==> src/rtl/cic_cfg.svh <==
// Purpose: Offsets, field positions and reset values of the interrupt control block.
// Assumes: APB with 32-bit data, one aligned word for each register.
// Notes:   Definitions only.
`ifndef CIC_CFG_SVH
`define CIC_CFG_SVH

// ----------------------------------------------------------------------
// Register byte offsets
// ----------------------------------------------------------------------
`define CIC_OFS_INTERRUPT_CONTROL 12'h000
`define CIC_OFS_RISE_ENABLE       12'h004
`define CIC_OFS_FALL_ENABLE       12'h008
`define CIC_OFS_CHANGE_FLAG       12'h00C
`define CIC_OFS_PERIPH_FLAG       12'h010
`define CIC_OFS_PERIPH_ENABLE     12'h014
`define CIC_OFS_IRQ_STATUS        12'h018
`define CIC_OFS_IRQ_MASK          12'h01C

// ----------------------------------------------------------------------
// Interrupt control fields
// ----------------------------------------------------------------------
`define CIC_BIT_GLOBAL_EN   7
`define CIC_BIT_PERIPH_EN   6
`define CIC_BIT_TIMER_EN    5
`define CIC_BIT_EXT_EN      4
`define CIC_BIT_CHANGE_EN   3
`define CIC_BIT_TIMER_FLAG  2
`define CIC_BIT_EXT_FLAG    1
`define CIC_BIT_CHANGE_FLAG 0

// Port E pin 3 is the only implemented edge-enable bit
`define CIC_BIT_PORT_E3     3

// Status bits of the wrapper interrupt register
`define CIC_EVT_TIMER       0
`define CIC_EVT_EXT         1
`define CIC_EVT_CHANGE      2

// ----------------------------------------------------------------------
// Reset values and sizes
// ----------------------------------------------------------------------
`define CIC_RST_CONTROL     8'h00
`define CIC_RST_EDGE_EN     8'h00
`define CIC_PERIPH_SRCS     8

`endif

==> src/rtl/cic_pkg.sv <==
// Purpose: Types shared by the interrupt control block.
// Assumes: Nothing beyond the configuration header.
// Notes:   Types only; numbers live in cic_cfg.svh.
package cic_pkg;

    // APB transfer phase
    typedef enum logic [1:0] {
        CIC_IDLE   = 2'b00,
        CIC_SETUP  = 2'b01,
        CIC_ACCESS = 2'b10
    } cic_phase_type;

    typedef logic [7:0]  cic_byte_type;
    typedef logic [31:0] cic_word_type;

endpackage : cic_pkg

==> src/rtl/cic_core.sv <==
// Purpose: Core interrupt control with flags, enables and pin-change detect.
// Assumes: All inputs synchronous to ref_clk; APB slave with zero wait states.
// Notes:   Flags set over clear in the same cycle; one level irq to the core.
//          Unmapped offsets answer with an error.
//
// Our own choices: the address map and the APB register port.
`timescale 1ns/10ps
`include "cic_cfg.svh"

// Operation
// - Global enable gates every core request
// - Flags set regardless of any request enable; pin flags need an edge enable
// - External pin enable gates its request
// - Change enable gates summary flag request
// - Timer overflow sets timer flag
// - External pin event sets its flag
// - Summary flag reflects any per-pin flag
// - Summary flag read-only, clears with pins
// - Rise enable detects rising pin edges
// - Fall enable detects falling pin edges
// - Detected edge sets pin and summary
// - Both enables off records no change
// - Unimplemented edge-enable bits read zero
module cic_core
    import cic_pkg::*;
(
    input  wire logic                ref_clk,        // System clock
    input  wire logic                rst_n,          // Async reset, low
    input  wire logic                psel,           // APB select
    input  wire logic                penable,        // APB enable
    input  wire logic                pwrite,         // APB direction
    input  wire logic [11:0]         paddr,          // APB byte address
    input  wire cic_pkg::cic_word_type pwdata,       // APB write data
    input  wire logic [3:0]          pstrb,          // APB byte strobes
    output logic                     pready,         // APB ready
    output cic_pkg::cic_word_type    prdata,         // APB read data
    output logic                     pslverr,        // APB error
    input  wire logic                timer_overflow, // Timer wrap pulse
    input  wire logic                ext_pin_event,  // External pin event pulse
    input  wire logic                port_e3_pin,    // Port E pin 3 level
    input  wire logic [7:0]          periph_event,   // Peripheral event pulses
    output logic                     core_irq,       // Request to core
    output logic                     irq             // Masked status irq
);
    import cic_pkg::*;

    // ------------------------------------------------------------------
    // State
    // ------------------------------------------------------------------
    // Core enables and flags
    logic [7:0] ctrl_q,   ctrl_d;       // Enable bits; flags kept apart
    logic       timer_overflow_flag_q, timer_overflow_flag_d;
    logic       ext_pin_irq_flag_q,    ext_pin_irq_flag_d;

    // Port E edge enables and change flags
    logic [7:0] port_e_change_flag_q,  port_e_change_flag_d;
    logic       port_e3_rise_detect_enable_q, port_e3_rise_detect_enable_d;
    logic       port_e3_fall_detect_enable_q, port_e3_fall_detect_enable_d;

    // Peripheral sources
    logic [7:0] periph_flag_q, periph_flag_d;
    logic [7:0] periph_en_q,   periph_en_d;

    // Status and mask per event class
    logic [2:0] stat_q, stat_d;
    logic [2:0] mask_q, mask_d;

    // Pin history for edge detect
    logic       pin_q,  pin_d;

    // Output and bus answer registers
    logic       core_irq_q, core_irq_d;
    logic       irq_q,  irq_d;
    cic_word_type prdata_q, prdata_d;
    logic       pready_q, pready_d;
    logic       pslverr_q, pslverr_d;

    // Decode and detection nets
    logic       wr_en;
    logic       rd_en;
    logic       hit;
    logic       rise_edge;
    logic       fall_edge;
    logic       pin_change_summary_flag;
    logic [7:0] wbyte;
    logic [7:0] control_view;

    // Low byte of write data, honouring the strobe
    function automatic logic [7:0] wr_low(input logic [7:0] old,
                                          input cic_word_type d,
                                          input logic s);
        wr_low = s ? d[7:0] : old;
    endfunction : wr_low


    // One-to-clear with a simultaneous set winning
    // Hazard: a clear racing an event must not lose it
    function automatic logic w1c(input logic cur, input logic set,
                                 input logic clr);
        w1c = set | (cur & ~clr);
    endfunction : w1c

    // ------------------------------------------------------------------
    // Decode and detection
    // ------------------------------------------------------------------
    // Write lands at the access edge, while ready stands
    assign wr_en = psel & penable & pwrite & pready_q;
    // Read captured in setup so it stands with ready
    assign rd_en = psel & ~penable & ~pwrite;
    // Only the low byte carries fields
    assign wbyte = pwdata[7:0];

    assign rise_edge = port_e3_pin & ~pin_q & port_e3_rise_detect_enable_q;
    assign fall_edge = ~port_e3_pin & pin_q & port_e3_fall_detect_enable_q;
    assign pin_change_summary_flag = |port_e_change_flag_q;
    // Control byte as software sees it
    assign control_view = {ctrl_q[7:3], timer_overflow_flag_q,
                           ext_pin_irq_flag_q, pin_change_summary_flag};

    // A miss answers with an error and writes nothing
    always_comb
    begin
        case (paddr)
            `CIC_OFS_INTERRUPT_CONTROL,
            `CIC_OFS_RISE_ENABLE,
            `CIC_OFS_FALL_ENABLE,
            `CIC_OFS_CHANGE_FLAG,
            `CIC_OFS_PERIPH_FLAG,
            `CIC_OFS_PERIPH_ENABLE,
            `CIC_OFS_IRQ_STATUS,
            `CIC_OFS_IRQ_MASK: hit = 1'b1;
            default:           hit = 1'b0;
        endcase
    end

    // ------------------------------------------------------------------
    // Register and flag next state
    // ------------------------------------------------------------------
    always_comb
    begin
        ctrl_d                       = ctrl_q;
        port_e3_rise_detect_enable_d = port_e3_rise_detect_enable_q;
        port_e3_fall_detect_enable_d = port_e3_fall_detect_enable_q;
        periph_en_d                  = periph_en_q;
        mask_d                       = mask_q;
        // History follows the pin each clock
        pin_d                        = port_e3_pin;
        timer_overflow_flag_d = timer_overflow | timer_overflow_flag_q;
        ext_pin_irq_flag_d    = ext_pin_event | ext_pin_irq_flag_q;
        port_e_change_flag_d  = port_e_change_flag_q;
        port_e_change_flag_d[`CIC_BIT_PORT_E3] =
            port_e_change_flag_q[`CIC_BIT_PORT_E3] | rise_edge | fall_edge;
        // Peripheral flags set from pulses
        periph_flag_d = periph_flag_q | periph_event;
        // Status set on every timer, external pin and pin-change event, masked or not; peripheral events have no status bit
        stat_d = stat_q;
        stat_d[`CIC_EVT_TIMER]  = stat_q[`CIC_EVT_TIMER] | timer_overflow;
        stat_d[`CIC_EVT_EXT]    = stat_q[`CIC_EVT_EXT] | ext_pin_event;
        stat_d[`CIC_EVT_CHANGE] = stat_q[`CIC_EVT_CHANGE] | rise_edge | fall_edge;
        // Only the low strobe lets a write land
        if (wr_en && pstrb[0])
        begin
            case (paddr)
                `CIC_OFS_INTERRUPT_CONTROL:
                begin
                    ctrl_d = {wbyte[7:3], 3'b000};
                    // Flags clear by writing zero; an event still wins
                    timer_overflow_flag_d = timer_overflow |
                        (timer_overflow_flag_q & wbyte[`CIC_BIT_TIMER_FLAG]);
                    ext_pin_irq_flag_d = ext_pin_event |
                        (ext_pin_irq_flag_q & wbyte[`CIC_BIT_EXT_FLAG]);
                end
                `CIC_OFS_RISE_ENABLE: port_e3_rise_detect_enable_d = wbyte[`CIC_BIT_PORT_E3];
                `CIC_OFS_FALL_ENABLE: port_e3_fall_detect_enable_d = wbyte[`CIC_BIT_PORT_E3];
                `CIC_OFS_CHANGE_FLAG:
                begin
                    port_e_change_flag_d[`CIC_BIT_PORT_E3] = rise_edge | fall_edge |
                        (port_e_change_flag_q[`CIC_BIT_PORT_E3] & wbyte[`CIC_BIT_PORT_E3]);
                end
                // Cleared by writing zero
                `CIC_OFS_PERIPH_FLAG:   periph_flag_d = periph_event | (periph_flag_q & wbyte);
                `CIC_OFS_PERIPH_ENABLE: periph_en_d = wr_low(periph_en_q, pwdata, 1'b1);
                `CIC_OFS_IRQ_STATUS:
                begin
                    // Write one clears; an event wins
                    stat_d[`CIC_EVT_TIMER]  = w1c(stat_q[`CIC_EVT_TIMER], timer_overflow,
                                                  wbyte[`CIC_EVT_TIMER]);
                    stat_d[`CIC_EVT_EXT]    = w1c(stat_q[`CIC_EVT_EXT], ext_pin_event,
                                                  wbyte[`CIC_EVT_EXT]);
                    stat_d[`CIC_EVT_CHANGE] = w1c(stat_q[`CIC_EVT_CHANGE],
                                                  rise_edge | fall_edge,
                                                  wbyte[`CIC_EVT_CHANGE]);
                end
                // Only three event classes
                `CIC_OFS_IRQ_MASK: mask_d = wbyte[2:0];
                default: ;
            endcase
        end
    end

    // ------------------------------------------------------------------
    // Outputs and bus answer
    // ------------------------------------------------------------------
    always_comb
    begin
        // Registered: one cycle behind the flags
        // request gating
        core_irq_d = ctrl_q[`CIC_BIT_GLOBAL_EN] &
            ((ctrl_q[`CIC_BIT_TIMER_EN] & timer_overflow_flag_q) |
             (ctrl_q[`CIC_BIT_EXT_EN] & ext_pin_irq_flag_q) |
             (ctrl_q[`CIC_BIT_CHANGE_EN] & pin_change_summary_flag) |
             (ctrl_q[`CIC_BIT_PERIPH_EN] & (|(periph_flag_q & periph_en_q))));
        // Status irq: OR of masked bits
        irq_d      = |(stat_q & mask_q);
        // Zero-wait access; ready raised in setup so access ends at once
        pready_d   = psel & ~penable;
        // Error only for a miss, with ready
        pslverr_d  = psel & ~penable & ~hit;
        // Read data holds between reads
        prdata_d   = prdata_q;
        // Read mux; upper bits read zero
        if (rd_en)
        begin
            case (paddr)
                `CIC_OFS_INTERRUPT_CONTROL: prdata_d = {24'h000000, control_view};
                `CIC_OFS_RISE_ENABLE: prdata_d = {28'h0000000,
                                                  port_e3_rise_detect_enable_q, 3'h0};
                `CIC_OFS_FALL_ENABLE: prdata_d = {28'h0000000,
                                                  port_e3_fall_detect_enable_q, 3'h0};
                `CIC_OFS_CHANGE_FLAG:   prdata_d = {24'h000000, port_e_change_flag_q};
                `CIC_OFS_PERIPH_FLAG:   prdata_d = {24'h000000, periph_flag_q};
                `CIC_OFS_PERIPH_ENABLE: prdata_d = {24'h000000, periph_en_q};
                `CIC_OFS_IRQ_STATUS:    prdata_d = {29'h0, stat_q};
                `CIC_OFS_IRQ_MASK:      prdata_d = {29'h0, mask_q};
                default:                prdata_d = 32'h00000000;
            endcase
        end
    end

    // Register everything; reset to constants only
    // Pin history resets low; enables too, so no false edge
    always_ff @(posedge ref_clk or negedge rst_n)
    begin
        if (!rst_n)
        begin
            ctrl_q                       <= `CIC_RST_CONTROL;
            timer_overflow_flag_q        <= 1'b0;
            ext_pin_irq_flag_q           <= 1'b0;
            port_e_change_flag_q         <= 8'h00;
            port_e3_rise_detect_enable_q <= 1'b0;
            port_e3_fall_detect_enable_q <= 1'b0;
            periph_flag_q                <= 8'h00;
            periph_en_q                  <= 8'h00;
            stat_q                       <= 3'h0;
            mask_q                       <= 3'h0;
            pin_q                        <= 1'b0;
            core_irq_q                   <= 1'b0;
            irq_q                        <= 1'b0;
            prdata_q                     <= 32'h00000000;
            pready_q                     <= 1'b0;
            pslverr_q                    <= 1'b0;
        end
        else
        begin
            ctrl_q                       <= ctrl_d;
            timer_overflow_flag_q        <= timer_overflow_flag_d;
            ext_pin_irq_flag_q           <= ext_pin_irq_flag_d;
            port_e_change_flag_q         <= port_e_change_flag_d;
            port_e3_rise_detect_enable_q <= port_e3_rise_detect_enable_d;
            port_e3_fall_detect_enable_q <= port_e3_fall_detect_enable_d;
            periph_flag_q                <= periph_flag_d;
            periph_en_q                  <= periph_en_d;
            stat_q                       <= stat_d;
            mask_q                       <= mask_d;
            pin_q                        <= pin_d;
            core_irq_q                   <= core_irq_d;
            irq_q                        <= irq_d;
            prdata_q                     <= prdata_d;
            pready_q                     <= pready_d;
            pslverr_q                    <= pslverr_d;
        end
    end

    // Each output straight from its register
    assign core_irq = core_irq_q;
    assign irq      = irq_q;
    assign prdata   = prdata_q;
    assign pready   = pready_q;
    assign pslverr  = pslverr_q;

endmodule : cic_core

==> config.mk <==
export PLATFORM = sky130hd
export DESIGN_NAME = cic_core
export DESIGN_NICKNAME = d
export VERILOG_FILES = /design/src/rtl/cic_pkg.sv /design/src/rtl/cic_core.sv
export VERILOG_INCLUDE_DIRS = /design/src /design/src/rtl
export SDC_FILE = /design/constraint.sdc
export NUM_CORES = 1
export LEC_CHECK = 0
export ABC_AREA = 1
export BUFFER_PORTS_ARGS = -buffer_cell sky130_fd_sc_hd__buf_2
export CORE_MARGIN = 4
export CORE_UTILIZATION = 31
export CTS_CLUSTER_DIAMETER = 80
export DETAILED_ROUTE_END_ITERATION = 8
export PLACE_DENSITY = 0.58
export SLEW_MARGIN = 40
export SYNTH_ARGS = -nofsm -noshare
export SYNTH_HDL_FRONTEND = slang
export SYNTH_SLANG_ARGS = --single-unit
==> constraint.sdc <==
create_clock -name ref_clk -period 1.6 [get_ports ref_clk]
set_clock_uncertainty 0.15 [all_clocks]
set_input_delay 0.08 -clock ref_clk [delete_from_list [all_inputs] [get_ports ref_clk]]
set_output_delay 0.08 -clock ref_clk [all_outputs]
set_load 0.03 [all_outputs]
==> load_flow_metrics.sql, run 1 <==
INSERT INTO impl_metrics (metric_group, metric, value, unit) VALUES
('floorplanning', 'fp.dieArea', '0.00946', 'sq mm'),
('global_routing', 'grt_first_pass_wirelength', '9250', 'um'),
('synth', 'synth-main-ff-cell', 'sky130_fd_sc_hd__dfrtp_1', ''),
('routing', 'detail_route.vias_per_cell', '4.25', ''),
('setup_path', 'crit_slowest_cell', 'sky130_fd_sc_hd__dlygate4sd3_1', ''),
('cts', 'tritoncts_clock_tree', 'built', ''),
('placed_design', 'io_buffer_count', '48', ''),
('floorplanning', 'fp.dieW', '97.3', 'um'),
('routing', 'detailroute.wirelength.met3', '388', 'um'),
('global_routing', 'total_congestion_overflow_after_global_routing', '0', ''),
('setup_path', 'worst_setup_path_start_kind', 'primary input', ''),
('routing', 'first_iter_violations', '187', ''),
('global_routing', 'antenna_found_initial', '0', ''),
('setup_path', 'worst_r2r_startpoint', 'pready', ''),
('flow_run', 'max-cap-violations', '0', ''),
('floorplanning', 'core_region_area', '0.00773', 'sq mm'),
('layout', 'layout-drive-gt1-share', '0.253', ''),
('worst_hold_path', 'min-delay-path-class', 'primary input to flop', ''),
('setup_path', 'critical_path.reg2reg.endpoint', 'stat_q[1]', ''),
('pwr', 'power.leakage', '1.61', 'nW'),
('setup_path', 'worst_path_most_repeated_cell', 'sky130_fd_sc_hd__nand2_1', ''),
('synth', 'synth_largest_area_cell', 'sky130_fd_sc_hd__dfrtp_1', ''),
('setup_path', 'cpPeakStageDelay', '530', 'ps'),
('cts', 'clk_latency', '310', 'ps'),
('cts', 'h-tree-depth', '2', ''),
('layout', 'fin_area', '0.00313', 'sq mm'),
('setup_path', 'critPathKind', 'primary input to flop', ''),
('routing', 'drt-total-wl', '5560', 'um'),
('synth', 'synth.avg_cell_area', '8.16', 'sq um'),
('sta', 'finalMaxSlewViolations', '0', ''),
('outcome', 'run_status', 'completed', ''),
('floorplanning', 'die_h', '97.3', 'um'),
('pwr', 'pwr_density_cell', '740', 'mW/mm^2'),
('setup_path', 'critPathArrivalTime', '1560', 'ps'),
('routing', 'routed-wl-met2', '2450', 'um'),
('cts', 'tritoncts_num_sinks', '45', ''),
('global_routing', 'grt_pass1_vias', '1965', ''),
('placed_design', 'dp_worst_setup_slack', '96.9', 'ps'),
('floorplanning', 'floorplan.initialDensity', '0.320', ''),
('cts', 'clk_pin_slew', '80', 'ps'),
('sta', 'rsz0062_at_grt', 'true', ''),
('floorplanning', 'placementRows', '32', ''),
('routing', 'drt_drc_violations_left', '0', ''),
('setup_path', 'reg2reg_setup_slack', '130', 'ps'),
('worst_hold_path', 'worstHoldPathCells', '4', ''),
('cts', 'clock_tree.buffer_depth', '2', ''),
('layout', 'multiInputGateArea', '0.00110', 'sq mm'),
('synth', 'yosys_warnings', '0', ''),
('routing', 'routed_wire_length_per_instance', '11.4', 'um'),
('routing', 'drt-pass1-iter-count', '4', ''),
('sta', 'maximum_clock_frequency', '661', 'MHz'),
('synth', 'synth_commonest_cells', 'sky130_fd_sc_hd__nand2_1, sky130_fd_sc_hd__dfrtp_1, sky130_fd_sc_hd__nand3_1', ''),
('synth', 'synth-async-reset-ratio', '1.00', ''),
('layout', 'seqCellArea', '0.00113', 'sq mm'),
('global_routing', 'gr-usage-all-layers', '0.119', ''),
('routing', 'detail_route.wirelength.met1', '2640', 'um'),
('setup_path', 'worst_setup_path_end_kind', 'flop', ''),
('layout', 'filler_cell_count', '795', ''),
('synth', 'synth_cell_types', '28', ''),
('setup_path', 'reg2regPathDepth', '6', ''),
('sta', 'timing.final.setup_violations', '0', ''),
('sta', 'min_period_over_period', '0.946', ''),
('layout', 'diodes', '0', ''),
('routing', 'vias', '2065', ''),
('sta', 'min_period', '1510', 'ps'),
('cts', 'clk_root_buffer_cell', 'sky130_fd_sc_hd__clkbuf_8', ''),
('setup_path', 'timing.critical_path.required', '1640', 'ps'),
('layout', 'layout-area-overhead-vs-synth', '26.8', '%'),
('sta', 'hold_violations', '0', ''),
('synth', 'synth_top_area_share', '0.456', ''),
('global_routing', 'largest_net_degree_at_the_start_of_global_routing', '46', '');
==> logic make-up (layout without fill, tap and decap cells) <==
kind of cell / count (synthesis) / after routing / synth area share
AOI/OAI and AO/OA: 37 / 37 / 0.0992
buffers and inverters: 60 / 118 / 0.140
DFF: 45 / 45 / 0.456
muxes: 1 / 1 / 0.00456
other: 1 / 24 / 0.00152
and+or+nand+nor: 159 / 159 / 0.299
==> sequential cells by signal, summed over array words and instances (netlist names), 3 cells and up <==
name           flops
prdata             8
ctrl_q             5
stat_q             3
periph_en_q        8
periph_flag_q      8
mask_q             3
==> through the flow <==
step / hold slack [ps] / utilization / cells
after detailed placement: -72.1 / 0.359 / 455
after global routing: 34.5 / 0.405 / 486
after CTS: 25.8 / 0.405 / 486
final: 18.9 / 0.405 / 486
after global placement: -71.4 / 0.359 / 455
after floorplan: -366 / - / 326
==> area by class of cell <==
| cell class | count | share of cell area |
|---|---|---|
| repair buffers | 80 | 0.176 |
| multi-input cells | 221 | 0.350 |
| well taps | 102 | 0.0407 |
| inverters | 30 | 0.0359 |
| clock buffers | 6 | 0.0264 |
| clock inverters | 2 | 0.0120 |
| flip-flops and latches | 45 | 0.359 |
==> metal layers <==
layer,global-route usage,vias up
met5,0,-
li1,-,1078
met3,0.0294,7
met4,0.0351,0
met1,0.161,911
met2,0.189,69
==> worst min-delay path by stage <==
stage	from	end	slack, ps
2_1_floorplan	rst_n	core_irq	-370
3_3_place_gp	rst_n	pslverr	-70
3_5_place_dp	rst_n	pslverr	-70
4_1_cts	paddr[6]	pslverr	30
5_1_grt	paddr[0]	pslverr	30
6_report	paddr[6]	pslverr	20
==> placed cells by master, fill, tap and decap left out <==
master / n
sky130_fd_sc_hd__nor3_1: 1
sky130_fd_sc_hd__a21oi_1: 3
sky130_fd_sc_hd__conb_1: 24
sky130_fd_sc_hd__nor2_2: 4
sky130_fd_sc_hd__bufinv_16: 1
sky130_fd_sc_hd__o21bai_1: 1
sky130_fd_sc_hd__nand2_2: 3
sky130_fd_sc_hd__buf_2: 48
sky130_fd_sc_hd__nand2_1: 85
sky130_fd_sc_hd__dlygate4sd3_1: 23
sky130_fd_sc_hd__and2_1: 1
sky130_fd_sc_hd__clkbuf_8: 6
sky130_fd_sc_hd__nand3_1: 37
sky130_fd_sc_hd__nand3_2: 3
sky130_fd_sc_hd__clkinvlp_4: 1
sky130_fd_sc_hd__o21ai_0: 16
sky130_fd_sc_hd__nor2_1: 15
sky130_fd_sc_hd__mux2_2: 1
sky130_fd_sc_hd__nand2_4: 1
sky130_fd_sc_hd__nor2_8: 1
sky130_fd_sc_hd__dfrtp_1: 45
sky130_fd_sc_hd__nor2_4: 4
sky130_fd_sc_hd__o21ai_1: 1
sky130_fd_sc_hd__and2_4: 1
sky130_fd_sc_hd__inv_2: 1
sky130_fd_sc_hd__nand4_1: 3
sky130_fd_sc_hd__a21boi_0: 1
sky130_fd_sc_hd__buf_12: 1
sky130_fd_sc_hd__o21ai_2: 13
sky130_fd_sc_hd__buf_4: 8
sky130_fd_sc_hd__inv_1: 29
sky130_fd_sc_hd__a22o_1: 1
sky130_fd_sc_hd__o211ai_1: 1
==> critical path: cells and delay by family <==
| kind | cells | cell delay, ps |
|---|---|---|
| simple gates | 4 | 480 |
| compound gates | 1 | 190 |
| buf+inv | 3 | 810 |
==> report_power, final <==
part           internal, mW  switching (mW)  leakage [nW]
Clock                 0.508           0.408        0.0574
Sequential             1.14         0.00144         0.546
Combinational        0.0907           0.171          1.01
==> what timing repair did <==
action | in CTS | in global routing
resized for setup | 0 | 1
endpoints found under the setup margin | 0 | 6
hold buffers | 23 | 0
endpoints found under the hold margin | 78 | 0
(Power assumes the default switching activity.)
==> run 2: changes to the inputs <==
- BUFFER_PORTS_ARGS: -buffer_cell sky130_fd_sc_hd__buf_2 -> not set
- DONT_BUFFER_PORTS: not set -> 1
- PLACE_DENSITY: 0.58 -> 0.48
- clock period: 1.6 -> 1.62 ns (I/O delays scaled with it)
==> load_flow_metrics.sql, run 2 (synthesized netlist as in run 1, its figures left out) <==
INSERT INTO impl_metrics (metric_group, metric, value, unit) VALUES
('setup_path', 'cp.buffers_inverters', '1', ''),
('layout', 'diodes', '0', ''),
('routing', 'detail_route.vias_per_cell', '4.44', ''),
('sta', 'setup_slack', '92.3', 'ps'),
('global_routing', 'total_congestion_overflow_after_global_routing', '0', ''),
('placed_design', 'place_inst', '405', ''),
('pwr', 'power.leakage', '1.42', 'nW'),
('pwr', 'vdd.ir_drop.worst', '0.406', 'mV'),
('cts', 'clk_root_buffer_cell', 'sky130_fd_sc_hd__clkbuf_8', ''),
('cts', 'clk_latency', '300', 'ps'),
('layout', 'layout_commonest_cell', 'sky130_fd_sc_hd__nand2_1', ''),
('routing', 'drt-total-wl', '5810', 'um'),
('routing', 'drt-pass1-iter-count', '4', ''),
('flow_run', 'max-cap-violations', '0', ''),
('sta', 'min_period', '1530', 'ps'),
('layout', 'non_filler_cells_final', '443', ''),
('global_routing', 'largest_net_degree_at_the_start_of_global_routing', '46', ''),
('worst_hold_path', 'worstHoldPathCells', '4', ''),
('layout', 'layout-area-overhead-vs-synth', '18.9', '%'),
('cts', 'tritoncts_clock_tree', 'built', ''),
('layout', 'layout-drive-gt1-share', '0.147', ''),
('routing', 'first_iter_violations', '109', ''),
('setup_path', 'dominant_delay_contributor_by_cell_family_on_the_critical_path', 'simple AND/OR/NAND/NOR gates', ''),
('sta', 'setup_tns', '0', 'ps'),
('placed_design', 'detailedPlacementHpwl', '4270', 'um'),
('routing', 'routed_wire_length_per_instance', '13.1', 'um'),
('layout', 'mostFrequentLayoutCells', 'sky130_fd_sc_hd__nand2_1, sky130_fd_sc_hd__dfrtp_1, sky130_fd_sc_hd__nand3_1', ''),
('layout', 'finish.net_count', '404', ''),
('outcome', 'run_status', 'finished, violations left', ''),
('setup_path', 'worst_setup_path_end_kind', 'flop', ''),
('sta', 'min_period_over_period', '0.943', ''),
('floorplanning', 'fp.dieArea', '0.00946', 'sq mm'),
('setup_path', 'critPathArrivalTime', '1560', 'ps'),
('sta', 'holdWs', '-14.6', 'ps'),
('outcome', 'violations', 'hold timing', ''),
('setup_path', 'worst_setup_path_start_kind', 'flop', ''),
('setup_path', 'worst_path_most_repeated_cell', 'sky130_fd_sc_hd__nand3_1', ''),
('sta', 'hold_violations', '4', ''),
('setup_path', 'cpPeakStageDelay', '360', 'ps'),
('sta', 'maximum_clock_frequency', '655', 'MHz'),
('routing', 'vias', '1969', ''),
('routing', 'detail-route-antenna-nets', '0', ''),
('setup_path', 'reg2regPathDepth', '6', ''),
('cts', 'clock_tree.buffer_depth', '2', ''),
('pwr', 'pwr_density_cell', '695', 'mW/mm^2'),
('global_routing', 'grt_first_pass_wirelength', '9670', 'um'),
('placed_design', 'place.gp.congestion', '0.818', ''),
('global_routing', 'gr-usage-all-layers', '0.126', ''),
('floorplanning', 'core_region_area', '0.00773', 'sq mm'),
('setup_path', 'worst-path-stages', '6', ''),
('sta', 'finalMaxSlewViolations', '0', ''),
('cts', 'clk_pin_slew', '90', 'ps'),
('global_routing', 'grt_pass1_vias', '1901', ''),
('setup_path', 'critPathKind', 'flop to flop', ''),
('cts', 'numCtsBuffers', '5', ''),
('sta', 'rsz0062_at_grt', 'true', ''),
('floorplanning', 'placementRows', '32', ''),
('cts', 'tritoncts_num_sinks', '45', ''),
('global_routing', 'antenna_found_initial', '0', ''),
('setup_path', 'timing.critical_path.required', '1650', 'ps'),
('setup_path', 'crit_path_cell_trace', 'nand3_1 -> nor2_4 -> buf_4 -> nand3_1 -> o21ai_0 -> nand2_1', ''),
('floorplanning', 'floorplan.initialDensity', '0.320', ''),
('setup_path', 'crit_slowest_cell', 'sky130_fd_sc_hd__dfrtp_1', ''),
('placed_design', 'io_buffer_count', '0', ''),
('worst_hold_path', 'min-delay-path-class', 'primary input to flop', ''),
('floorplanning', 'fp.dieW', '97.3', 'um'),
('placed_design', 'dp_worst_setup_slack', '132', 'ps'),
('floorplanning', 'top_level_ports', '100', ''),
('setup_path', 'worst-path-max-fanout', '5', ''),
('cts', 'h-tree-depth', '2', ''),
('pwr', 'totalPowerFinal', '2.04', 'mW'),
('routing', 'drt_drc_violations_left', '0', ''),
('sta', 'timing.final.setup_violations', '0', ''),
('floorplanning', 'die_h', '97.3', 'um');
==> run 2: per-layer routing <==
| metal | wire (um) | part of all wire | GRT usage | up-vias |
|---|---|---|---|---|
| li1 | - | - | - | 992 |
| met1 | 2770 | 0.48 | 0.178 | 917 |
| met2 | 2670 | 0.46 | 0.194 | 58 |
| met3 | 336 | 0.058 | 0.0323 | 2 |
| met4 | 41 | 0.0071 | 0.0319 | 0 |
| met5 | 0 | 0 | 0 | - |
==> run 2: where the power goes <==
group	switching [mW]	total [mW]	internal, mW
logic	0.156	0.223	0.0667
clock network	0.390	0.690	0.300
registers	0.00442	1.13	1.13
total	0.550	2.04	1.49
==> run 2: worst paths after layout <==
| path | startpoint | to | slack [ps] |
|---|---|---|---|
| max | pready | stat_q[0] | 90 |
| min | paddr[2] | ctrl_q[3] | -10 |
| min in group asynchronous | rst_n | prdata[6] | 120 |
| max in group asynchronous | rst_n | pin_q | 980 |
| max reg2reg | pready | stat_q[0] | 90 |
| min reg2reg | mask_q[1] | mask_q[1] | 360 |
==> run 2: layout make-up <==
cell class,instances,area (sq um)
flip-flops and latches,45,1130
inverters,30,113
clock inverters,2,10.0
well taps,102,128
clock buffers,6,72.6
multi-input cells,221,1110
repair buffers,37,382
fillers,834,4790
==> run 2: what timing repair did <==
action                                 4_1_cts  5_1_grt
hold buffers                                28        0
setup buffers                                0        2
endpoints found under the hold margin       85        0
setup endpoints to repair                    0        6
resized for setup                            0        4
==> run 2: stage by stage <==
stage	cell area [sq um]	util
6_report	2940	0.380
5_1_grt	2940	0.380
4_1_cts	2900	0.376
3_5_place_dp	2520	0.326
3_3_place_gp	2520	0.326
2_1_floorplan	2560	-
==> run 2: worst min-delay path, stage by stage <==
cell and delay (ps):
sky130_fd_sc_hd__nor2_4 50, sky130_fd_sc_hd__nand3_2 90, sky130_fd_sc_hd__buf_12 140, sky130_fd_sc_hd__o21ai_2 50
